<file path="src/hw/dpk_pkg.sv">
/*
  Package for the debug port key and access layer block: register map,
  field positions, reset values, key signatures, states and carrier structs.
  Assumes one 8-bit register space reached by the port's own control access.
*/
`default_nettype none

package dpk_pkg;

  // Register indices in the port's control space
  localparam logic [3:0] REG_REVISION   = 4'h0;
  localparam logic [3:0] REG_ERRSIG     = 4'h1;
  localparam logic [3:0] REG_LINKCTLA   = 4'h2;
  localparam logic [3:0] REG_LINKCTLB   = 4'h3;
  localparam logic [3:0] REG_KEYSTAT    = 4'h7;
  localparam logic [3:0] REG_RESET_REQUEST_FIELD     = 4'h8;
  localparam logic [3:0] REG_CLKCTL     = 4'h9;
  localparam logic [3:0] REG_SYSCTL     = 4'hA;
  localparam logic [3:0] REG_SYSSTATE   = 4'hB;
  localparam logic [3:0] REG_MEMCHECK   = 4'hC;

  // Reset values
  localparam logic [7:0] REVISION_VALUE = 8'h30;
  localparam logic [7:0] LINKCTLA_RESET = 8'h00;
  localparam logic [7:0] LINKCTLB_RESET = 8'h00;
  localparam logic [7:0] RESET_REQUEST_FIELD_RESET   = 8'h00;
  localparam logic [1:0] CLKSEL_RESET   = 2'h0;

  // Field positions
  localparam int KEY_UROW_BIT    = 5;
  localparam int KEY_NVM_BIT     = 4;
  localparam int KEY_ERASE_BIT   = 3;
  localparam int SYSCTL_FINAL    = 1;
  localparam int SYSCTL_CLKHOLD  = 0;
  localparam int STATE_SYSTEM_RESET_ACTIVE    = 5;
  localparam int STATE_SLEEPING  = 4;
  localparam int STATE_NVMSESS   = 3;
  localparam int STATE_UROWSESS  = 2;
  localparam int STATE_LOCKED    = 0;
  localparam int LINKCTLB_DIS    = 2;
  localparam logic [7:0] LINKCTLA_MASK = 8'hBF;
  localparam logic [7:0] LINKCTLB_MASK = 8'h1C;

  // Reset request signature: any other value releases the system reset
  localparam logic [7:0] RESET_SIGNATURE = 8'h59;

  // Key signatures, least significant byte shifted in first
  localparam logic [63:0] KEY_ERASE = 64'h4E564D4572617365;
  localparam logic [63:0] KEY_NVM   = 64'h4E564D50726F6720;
  localparam logic [63:0] KEY_UROW  = 64'h4E564D5573267465;
  localparam logic [3:0]  KEY_BYTES = 4'h8;

  // User row buffer window in RAM
  localparam logic [15:0] UROW_BUF_SIZE = 16'h0020;
  localparam logic [4:0]  UROW_LAST_IDX = 5'h1F;

  // User row copy sequencer
  typedef enum logic [1:0] {
    DPK_COPY_IDLE = 2'b00,
    DPK_COPY_RUN  = 2'b01,
    DPK_COPY_END  = 2'b10
  } dpk_copy_t;

  // Memory access request from the physical layer
  typedef struct packed {
    logic        req;
    logic        write;
    logic        isRam;
    logic [15:0] addr;
  } dpk_bus_req_t;

  // Control space access from the physical layer
  typedef struct packed {
    logic       rd;
    logic       wr;
    logic [3:0] addr;
    logic [7:0] wdata;
  } dpk_cs_req_t;

  // Whole block state
  typedef struct packed {
    logic [7:0]  linkCtlA;
    logic [7:0]  linkCtlB;
    logic [2:0]  errSig;
    logic [63:0] keyShift;
    logic [3:0]  keyCount;
    logic        keyErase;
    logic        keyNvm;
    logic        keyUrow;
    logic [7:0]  reset_request_field;
    logic [1:0]  clkSel;
    logic        clkHold;
    logic        urowFinal;
    logic        nvmSess;
    logic        urowSess;
    dpk_copy_t   copyState;
    logic [4:0]  copyIdx;
    logic [7:0]  rdData;
    logic        rdValid;
    logic        busGo;
    logic        busRefuse;
    logic        syncEvent;
  } dpk_state_t;

endpackage

`default_nettype wire
</file>
<file path="src/hw/dpk_access_layer.sv">
/*
  Access layer of the single-wire debug port: key entry and decode, system
  reset request, NVM and user-row programming sessions, user-row copy,
  sync-character event, system clock hold and the port's register map.
  Assumes the physical layer delivers control accesses, key bytes and memory
  requests as one-cycle strobes on clk_sys, already synchronous.
*/
`timescale 1ns/1ps
`default_nettype none

// How it works
// - Unlocked device lets programmer write NVM controller or flash through the port.
// - Device sets NVM session flag once active; programmer polls it before writing.
// - Locked user-row flow: key, reset request and release, poll session flag.
// - In a user-row session only RAM writes below byte 32 execute.
// - At session end the 32-byte buffer copies one to one into the user row.
// - Device clears the user-row session flag when the copy finishes.
// - Every RAM read through the port is refused in user-row mode.
// - Sync character pin level, while a sync character runs, gives a level event on clk_sys, always on.
// - The port takes no event inputs; it only generates events.
// - Physical layer keeps working in every sleep mode.
// - Clock stopped by sleep without hold blocks all system-bus accesses.
// - Clock hold keeps system clock running in sleep so bus access works.
// - Clock hold bit reads one by default whenever the port is enabled.
// - System state shows whether the system domain is sleeping.
// - Keys are 64 bits, LSB first; only an exact match is decoded.
// - Starting the NVM session clears its key flag and sets the session flag.
module dpk_access_layer (
  // Clock and reset
  input  wire  logic                  clk_sys,
  input  wire  logic                  rstn,
  // Control space access from the physical layer
  input  wire  dpk_pkg::dpk_cs_req_t  csReq,
  output logic [7:0]                  csRdData,
  output logic                        csRdValid,
  // Key bytes from the physical layer
  input  wire  logic                  keyStart,
  input  wire  logic                  keyByteValid,
  input  wire  logic [7:0]            keyByte,
  // Error signature from the physical layer
  input  wire  logic                  errValid,
  input  wire  logic [2:0]            errCode,
  // Memory access requests from the physical layer
  input  wire  dpk_pkg::dpk_bus_req_t busReq,
  output logic                        busGo,
  output logic                        busRefuse,
  // Sync character from the physical layer
  input  wire  logic                  syncActive,
  input  wire  logic                  syncPin,
  output logic                        syncEvent,
  // System side status
  input  wire  logic                  sysLocked,
  input  wire  logic                  sysSleeping,
  input  wire  logic                  sysClkStopped,
  input  wire  logic [2:0]            memCheckStatus,
  // System side control
  output logic                        sysResetOut,
  output logic                        sysClkHold,
  output logic                        nvmSessionOut,
  output logic                        urowSessionOut,
  // Link configuration to the physical layer
  output logic [7:0]                  linkCtlA,
  output logic [7:0]                  linkCtlB,
  output logic [1:0]                  portClkSel,
  // User row copy to the NVM controller
  output logic                        rowCopyValid,
  output logic [4:0]                  rowCopyIdx,
  input  wire  logic                  rowCopyReady
);

  dpk_pkg::dpk_state_t st_r;
  dpk_pkg::dpk_state_t st_nxt;

  // Exact 64-bit key compare, used for each of the three keys
  function automatic logic keyMatch(input logic [63:0] got, input logic [63:0] want);
    keyMatch = (got == want);
  endfunction

  // Byte in a register field, used on the key status, system control and system state reads
  function automatic logic [7:0] bitAt(input logic val, input int pos);
    bitAt = 8'h00;
    bitAt[pos] = val;
  endfunction

  logic portOff;
  logic rstActive;
  logic keyLast;
  logic relWrite;
  logic busClkOk;
  logic ramWinOk;
  logic [63:0] keyFull;
  logic [7:0]  rdMux;

  // Helper terms shared by the next-state logic
  always_comb begin
    // Disable works as a port reset
    portOff   = st_r.linkCtlB[dpk_pkg::LINKCTLB_DIS];
    rstActive = (st_r.reset_request_field == dpk_pkg::RESET_SIGNATURE);
    // Clock gone in sleep without hold means no bus at all
    busClkOk  = !sysClkStopped || st_r.clkHold;
    ramWinOk  = (busReq.addr < dpk_pkg::UROW_BUF_SIZE);
    // New byte enters at the top; after eight bytes the first sits lowest
    keyFull   = {keyByte, st_r.keyShift[63:8]};

    // Eighth key byte lands this cycle
    keyLast   = keyByteValid && !keyStart && st_r.keyCount == dpk_pkg::KEY_BYTES - 4'h1;
    // Release write
    relWrite  = rstActive && csReq.wr && csReq.addr == dpk_pkg::REG_RESET_REQUEST_FIELD
                && csReq.wdata != dpk_pkg::RESET_SIGNATURE;
  end

  // Register read multiplexer
  always_comb begin
    case (csReq.addr)
      dpk_pkg::REG_REVISION: rdMux = dpk_pkg::REVISION_VALUE;
      dpk_pkg::REG_ERRSIG:   rdMux = {5'h00, st_r.errSig};
      dpk_pkg::REG_LINKCTLA: rdMux = st_r.linkCtlA;
      dpk_pkg::REG_LINKCTLB: rdMux = st_r.linkCtlB;
      dpk_pkg::REG_KEYSTAT:  rdMux = bitAt(st_r.keyUrow, dpk_pkg::KEY_UROW_BIT)
                                   | bitAt(st_r.keyNvm, dpk_pkg::KEY_NVM_BIT)
                                   | bitAt(st_r.keyErase, dpk_pkg::KEY_ERASE_BIT);
      dpk_pkg::REG_RESET_REQUEST_FIELD:   rdMux = st_r.reset_request_field;
      dpk_pkg::REG_CLKCTL:   rdMux = {6'h00, st_r.clkSel};
      dpk_pkg::REG_SYSCTL:   rdMux = bitAt(st_r.urowFinal, dpk_pkg::SYSCTL_FINAL)
                                   | bitAt(st_r.clkHold, dpk_pkg::SYSCTL_CLKHOLD);
      dpk_pkg::REG_SYSSTATE: rdMux = bitAt(rstActive, dpk_pkg::STATE_SYSTEM_RESET_ACTIVE)
                                   | bitAt(sysSleeping, dpk_pkg::STATE_SLEEPING)
                                   | bitAt(st_r.nvmSess, dpk_pkg::STATE_NVMSESS)
                                   | bitAt(st_r.urowSess, dpk_pkg::STATE_UROWSESS)
                                   | bitAt(sysLocked, dpk_pkg::STATE_LOCKED);
      dpk_pkg::REG_MEMCHECK: rdMux = {5'h00, memCheckStatus};
      default:               rdMux = 8'h00;
    endcase
  end

  // Next state of the whole block
  always_comb begin
    st_nxt = st_r;
    st_nxt.rdValid   = 1'b0;
    st_nxt.busGo     = 1'b0;
    st_nxt.busRefuse = 1'b0;

    // Register read; error signature clears on read, a new error wins
    if (csReq.rd) begin
      st_nxt.rdData  = rdMux;
      st_nxt.rdValid = 1'b1;
      if (csReq.addr == dpk_pkg::REG_ERRSIG) begin
        st_nxt.errSig = 3'h0;
      end
    end

    if (errValid) begin
      st_nxt.errSig = errCode;
    end

    // Register writes
    if (csReq.wr) begin
      case (csReq.addr)
        dpk_pkg::REG_LINKCTLA: begin
          // Unused bit 6 always reads zero
          st_nxt.linkCtlA = csReq.wdata & dpk_pkg::LINKCTLA_MASK;
        end
        dpk_pkg::REG_LINKCTLB: begin
          st_nxt.linkCtlB = csReq.wdata & dpk_pkg::LINKCTLB_MASK;
        end
        dpk_pkg::REG_KEYSTAT: begin
          // Writing one to the user-row key flag closes that key
          if (csReq.wdata[dpk_pkg::KEY_UROW_BIT]) begin
            st_nxt.keyUrow = 1'b0;
          end
        end
        dpk_pkg::REG_RESET_REQUEST_FIELD: begin
          // Only the exact signature holds the system in reset
          if (csReq.wdata == dpk_pkg::RESET_SIGNATURE) begin
            st_nxt.reset_request_field = dpk_pkg::RESET_SIGNATURE;
          end else begin
            st_nxt.reset_request_field = csReq.wdata;
          end
        end
        dpk_pkg::REG_CLKCTL: begin
          st_nxt.clkSel = csReq.wdata[1:0];
        end
        dpk_pkg::REG_SYSCTL: begin
          st_nxt.clkHold   = csReq.wdata[dpk_pkg::SYSCTL_CLKHOLD];
          st_nxt.urowFinal = csReq.wdata[dpk_pkg::SYSCTL_FINAL];
          // Data-complete starts the copy only inside a user-row session
          if (csReq.wdata[dpk_pkg::SYSCTL_FINAL] && st_r.urowSess
              && st_r.copyState == dpk_pkg::DPK_COPY_IDLE) begin
            st_nxt.copyState = dpk_pkg::DPK_COPY_RUN;
            st_nxt.copyIdx   = 5'h00;
          end
        end
        default: ;
      endcase
    end

    // Key shifting and exact decode
    if (keyStart) begin
      st_nxt.keyCount = 4'h0;
    end else if (keyByteValid && st_r.keyCount != dpk_pkg::KEY_BYTES) begin
      // Bytes past the eighth wait for a new start
      st_nxt.keyShift = keyFull;
      st_nxt.keyCount = st_r.keyCount + 4'h1;
      if (keyLast) begin
        if (keyMatch(keyFull, dpk_pkg::KEY_ERASE)) begin
          st_nxt.keyErase = 1'b1;
        end
        if (keyMatch(keyFull, dpk_pkg::KEY_NVM)) begin
          st_nxt.keyNvm = 1'b1;
        end
        if (keyMatch(keyFull, dpk_pkg::KEY_UROW)) begin
          st_nxt.keyUrow = 1'b1;
        end
      end
    end

    // Reset release: start or end a session
    if (relWrite) begin
      if (st_r.nvmSess) begin
        st_nxt.nvmSess = 1'b0;
      end else if (st_r.keyNvm && !sysLocked) begin
        st_nxt.nvmSess = 1'b1;
        // Old key used up; one completing now is kept
        st_nxt.keyNvm  = keyLast && keyMatch(keyFull, dpk_pkg::KEY_NVM);
      end
      if (st_r.keyUrow && sysLocked && !st_r.urowSess) begin
        st_nxt.urowSess = 1'b1;
      end
      // Erase key is consumed by the reset; a new one wins
      st_nxt.keyErase = keyLast && keyMatch(keyFull, dpk_pkg::KEY_ERASE);
    end

    // User row copy, one byte per accepted handshake, same offset
    case (st_r.copyState)
      dpk_pkg::DPK_COPY_IDLE: ;
      dpk_pkg::DPK_COPY_RUN: begin
        // Stalls hold the offer
        if (rowCopyReady) begin
          if (st_r.copyIdx == dpk_pkg::UROW_LAST_IDX) begin
            st_nxt.copyState = dpk_pkg::DPK_COPY_END;
          end else begin
            st_nxt.copyIdx = st_r.copyIdx + 5'h01;
          end
        end
      end
      dpk_pkg::DPK_COPY_END: begin
        st_nxt.urowSess  = 1'b0;
        // A data-complete write in this cycle wins
        if (!(csReq.wr && csReq.addr == dpk_pkg::REG_SYSCTL)) begin
          st_nxt.urowFinal = 1'b0;
        end
        st_nxt.copyState = dpk_pkg::DPK_COPY_IDLE;
      end
      default: begin
        st_nxt.copyState = dpk_pkg::DPK_COPY_IDLE;
      end
    endcase

    // Memory access gate
    if (busReq.req) begin
      // Reset held or no clock
      if (!busClkOk || rstActive) begin
        st_nxt.busRefuse = 1'b1;
      end else if (st_r.urowSess) begin
        // Only RAM writes inside the buffer window go through
        if (busReq.isRam && busReq.write && ramWinOk && st_r.copyState == dpk_pkg::DPK_COPY_IDLE) begin
          st_nxt.busGo = 1'b1;
        end else begin
          st_nxt.busRefuse = 1'b1;
        end
      end else if (sysLocked) begin
        st_nxt.busRefuse = 1'b1;
      end else begin
        // Unlocked: direct NVM and flash writes are allowed
        st_nxt.busGo = 1'b1;
      end
    end

    // Sync event follows the pin while a sync character runs; no disable
    st_nxt.syncEvent = syncActive && syncPin;

    // Port disable drops keys and sessions and restores the clock hold
    if (portOff) begin
      st_nxt.keyErase  = 1'b0;
      st_nxt.keyNvm    = 1'b0;
      st_nxt.keyUrow   = 1'b0;
      st_nxt.keyCount  = 4'h0;
      st_nxt.nvmSess   = 1'b0;
      st_nxt.urowSess  = 1'b0;
      st_nxt.clkHold   = 1'b1;
      st_nxt.copyState = dpk_pkg::DPK_COPY_IDLE;
      st_nxt.reset_request_field    = dpk_pkg::RESET_REQUEST_FIELD_RESET;
      st_nxt.linkCtlA  = dpk_pkg::LINKCTLA_RESET;
      st_nxt.linkCtlB  = (csReq.wr && csReq.addr == dpk_pkg::REG_LINKCTLB)
                       ? (csReq.wdata & dpk_pkg::LINKCTLB_MASK) : st_r.linkCtlB;
    end
  end

  // State register; the port runs regardless of system sleep
  always_ff @(posedge clk_sys) begin
    if (!rstn) begin
      st_r           <= '0;
      st_r.linkCtlA  <= dpk_pkg::LINKCTLA_RESET;
      st_r.linkCtlB  <= dpk_pkg::LINKCTLB_RESET;
      st_r.reset_request_field    <= dpk_pkg::RESET_REQUEST_FIELD_RESET;
      st_r.clkSel    <= dpk_pkg::CLKSEL_RESET;
      st_r.clkHold   <= 1'b1;
      st_r.copyState <= dpk_pkg::DPK_COPY_IDLE;
    end else begin
      st_r <= st_nxt;
    end
  end

  // Outputs straight from the state flops, sysResetOut decoded from the reset request field; no event inputs exist
  assign csRdData       = st_r.rdData;
  assign csRdValid      = st_r.rdValid;
  assign busGo          = st_r.busGo;
  assign busRefuse      = st_r.busRefuse;
  assign syncEvent      = st_r.syncEvent;
  assign sysResetOut    = rstActive;
  assign sysClkHold     = st_r.clkHold;
  assign nvmSessionOut  = st_r.nvmSess;
  assign urowSessionOut = st_r.urowSess;
  assign linkCtlA       = st_r.linkCtlA;
  assign linkCtlB       = st_r.linkCtlB;
  assign portClkSel     = st_r.clkSel;

  // Copy port; valid decodes the copy state flops
  assign rowCopyValid   = (st_r.copyState == dpk_pkg::DPK_COPY_RUN);
  assign rowCopyIdx     = st_r.copyIdx;

endmodule // dpk_access_layer

`default_nettype wire

</file>
<file path="config.mk">
export PLATFORM = sky130hd
export DESIGN_NAME = dpk_access_layer
export DESIGN_NICKNAME = d
export VERILOG_FILES = /design/src/hw/dpk_pkg.sv /design/src/hw/dpk_access_layer.sv
export SDC_FILE = /design/constraint.sdc
export NUM_CORES = 1
export LEC_CHECK = 0
export BUFFER_PORTS_ARGS = -buffer_cell sky130_fd_sc_hd__buf_2
export CAP_MARGIN = 30
export CORE_MARGIN = 2
export CORE_UTILIZATION = 40
export DETAILED_ROUTE_END_ITERATION = 12
export PLACE_DENSITY = 0.63
export SLEW_MARGIN = 40
export SYNTH_ARGS = -nofsm -noshare
export SYNTH_HDL_FRONTEND = slang
export SYNTH_SLANG_ARGS = --single-unit
</file>
<file path="constraint.sdc">
create_clock -name clk_sys -period 2.6 [get_ports clk_sys]
set_input_delay 0.39 -clock clk_sys [delete_from_list [all_inputs] [get_ports clk_sys]]
set_output_delay 0.39 -clock clk_sys [all_outputs]
set_load 0.02 [all_outputs]
</file>
==> results_dict.tcl <==
set metrics [dict create \
    initial_core_util 0.406 \
    fin_crit_sh 0.814 \
    hold_depth 2 \
    path_class "register to output port" \
    report.final.hold_viol_count 0 \
    hold_class "input pin to register" \
    synth_most_common_cell "nand2_1" \
    routedWlPerCell_um 15.0 \
    status "completed" \
    regToRegEndpoint "nvmSessionOut" \
    htree_num_levels 3 \
    tns_ps 0 \
    portBuffers 86 \
    place_ws_ps 638 \
    antenna_found_initial 0 \
    power.leakage_nw 2.21 \
    ys_seq_area_frac 0.430 \
    slew_violations 0 \
    cts_tree "yes" \
    highest_layer "met4" \
    critical_path_required_ps 2210 \
    wl_met3_um 739 \
    min_period_ps 2120 \
    synth.ff_latch_count 109 \
    ios 98 \
    wl_mm 12.7 \
    instances_no_fill 846 \
    vias_per_cell 5.35 \
    path_max_fanout 6 \
    rows 41 \
    worst_pin_slew_ps 772 \
    synth.area.top_cells "dfxtp_1 43%, nand2_1 10%, a21oi_1 7.6%" \
    synth_top_area_share 0.430 \
    crit_arrival_ps 1730 \
    avgSynthCellArea_um2 8.11 \
    dieArea_mm2 0.0136 \
    clock_path_buffers 2 \
    cap_violations 0 \
    post_cts_buffers 0 \
    rrSetupSlack_ps 750 \
    synthMuxAreaShare 0.0446 \
    synth_compound_area_frac 0.140 \
    dominantRegCellSynth "dfxtp_1" \
    fin_skew_ps 6.55 \
    wl_met1_mm 5.64 \
    ant_nets 0 \
    synthTopCellsByCount "141 x nand2_1, 109 x dfxtp_1, 77 x a21oi_1" \
    die_h_um 117 \
    maxSlewHeadroom 0.485 \
    cts_buffers 9 \
    yosys_warnings 0 \
    syn2layout_area_growth_pct 12.8 \
    powerDensity_mw_per_mm2 593 \
    cp.buffers_inverters 2 \
    setup_ws_ps 483 \
    utilization 0.458 \
    dieWidth_um 117 \
    max_stage_delay_ps 440 \
    syn_area_mm2 0.00508 \
    grt_pass1_vias 4223 \
    ff2ff_path_depth 4 \
    holdPathEnd "syncEvent" \
    route.met2.wl_mm 6.03 \
    gr-total-overflow 0 \
    worstHoldStart "syncPin" \
    clock_latency_ps 350 \
    rsz0062_at_grt "no" \
    place_hpwl_mm 9.14 \
    synth.distinct_cells 64 \
    dr.first_iter.drc_count 387 \
    async_flop_share 0 \
    slowest_stage "nor4bb_1" \
    synth_top_family_by_area "simple AND/OR/NAND/NOR gates" \
    path_delay_family "simple AND/OR/NAND/NOR gates" \
    post_cts_resized 0 \
    rr_startpoint "st_r[31]" \
    track_usage 0.191 \
    max_freq_ghz 0.472 \
    synthAdderAreaFrac 0.00986 \
    ir_drop_v 0.000285 \
    dr.pass1.iters 5 \
    place_congestion 0.902 \
    root_buffer "clkbuf_16" \
    holdWs_ps 270 \
    drive_gt1_frac 0.181 \
    drc 0 \
    clk_pin_slew_worst_paths_ps 70 \
    synth_edf_count 0 \
    fp.coreArea_mm2 0.0125 \
    cts_sinks 109 \
    worstPathCellList "nor4bb_1 > nand2_1 > inv_1 > buf_2" \
    startpoint_type "register" \
    end_kind "output port" \
    synthXorXnorAreaFrac 0.00345 \
    grt_pass1_wl_mm 20.4 \
    synth.largest_area_cell "dfxtp_1" \
    via_count 4524 \
    setup_viol 0 \
    grt_max_degree 73 \
    syn_inst 626 \
    holdBufCountCts 0 \
    antenna_cells 0 \
    yosys.area_share.simple 0.288 \
    fin_nets 731 \
    placedCellCount 830 \
]
worst register-to-register path: stages (launching register included):
cell and delay, ps:
dfxtp_1 370, nor4bb_1 440, nand2_1 260, or4_1 560, a21oi_1 150
flip-flops by register name (all words and copies together) (netlist names):
name	flops
nvmSessionOut	1
urowSessionOut	1
sysClkHold	1
csRdValid	1
portClkSel	2
syncEvent	1
linkCtlA	7
linkCtlB	3
rowCopyIdx	5
keyFull	56
csRdData	8
busGo	1
busRefuse	1
st_r	21
worst max path at each step:
stage	start	endpoint	slack, ps	cells past startpoint
6_report	st_r[31]	sysResetOut	480	4
5_1_grt	st_r[31]	sysResetOut	320	4
4_1_cts	st_r[31]	sysResetOut	480	4
3_5_place_dp	csReq[11]	nvmSessionOut	640	5
3_3_place_gp	csReq[9]	linkCtlB[4]	670	5
2_1_floorplan	rowCopyIdx[0]	rowCopyIdx[0]	730	7
cell type report:
class                   count  area (µm²)
well taps                 172         215
multi-input cells         444        2490
inverters                  12        45.0
clock buffers              10         239
clock inverters             6        75.1
flip-flops and latches    109        2180
repair buffers             93         483
fillers                  1286        6790
cells in the final DEF, fill, tap and decap left out, types with 11 or more instances in the layout:
master	netlist	routed
mux2i_1	17	17
inv_1	11	11
nand4_1	11	11
nand2_1	141	141
nor2_1	29	29
a21oi_1	77	77
buf_2	6	86
o21ai_0	13	13
dfxtp_1	109	109
nand3_1	20	20
per-stage QoR:
step	cell area [µm²]	total power, mW
global placement	5410	1.99
floorplan	5090	1.90
detailed placement	5410	1.99
finish	5730	3.40
global route	5730	3.53
CTS	5730	3.42
metal layers:
layer	GRT usage	up-vias
met1	0.236	2115
met2	0.323	137
met4	0.0776	0
met3	0.0431	30
met5	0	-
li1	-	2242
logic make-up after synthesis:
kind of cell / count (synthesis)
AND/OR/NAND/NOR: 287
multiplexers: 22
AO/OA/AOI/OAI: 123
buffers and inverters: 78
adder cells (fa/ha/maj): 4
XOR/XNOR: 2
flip-flops: 109
other: 1
power by group:
group	switching [mW]	total (mW)	internal (mW)
logic	0.164	0.248	0.0841
clock network	0.656	1.45	0.791
registers	0.0164	1.70	1.69
total	0.836	3.40	2.56
Note: power is estimated with default switching activity, not from simulation.
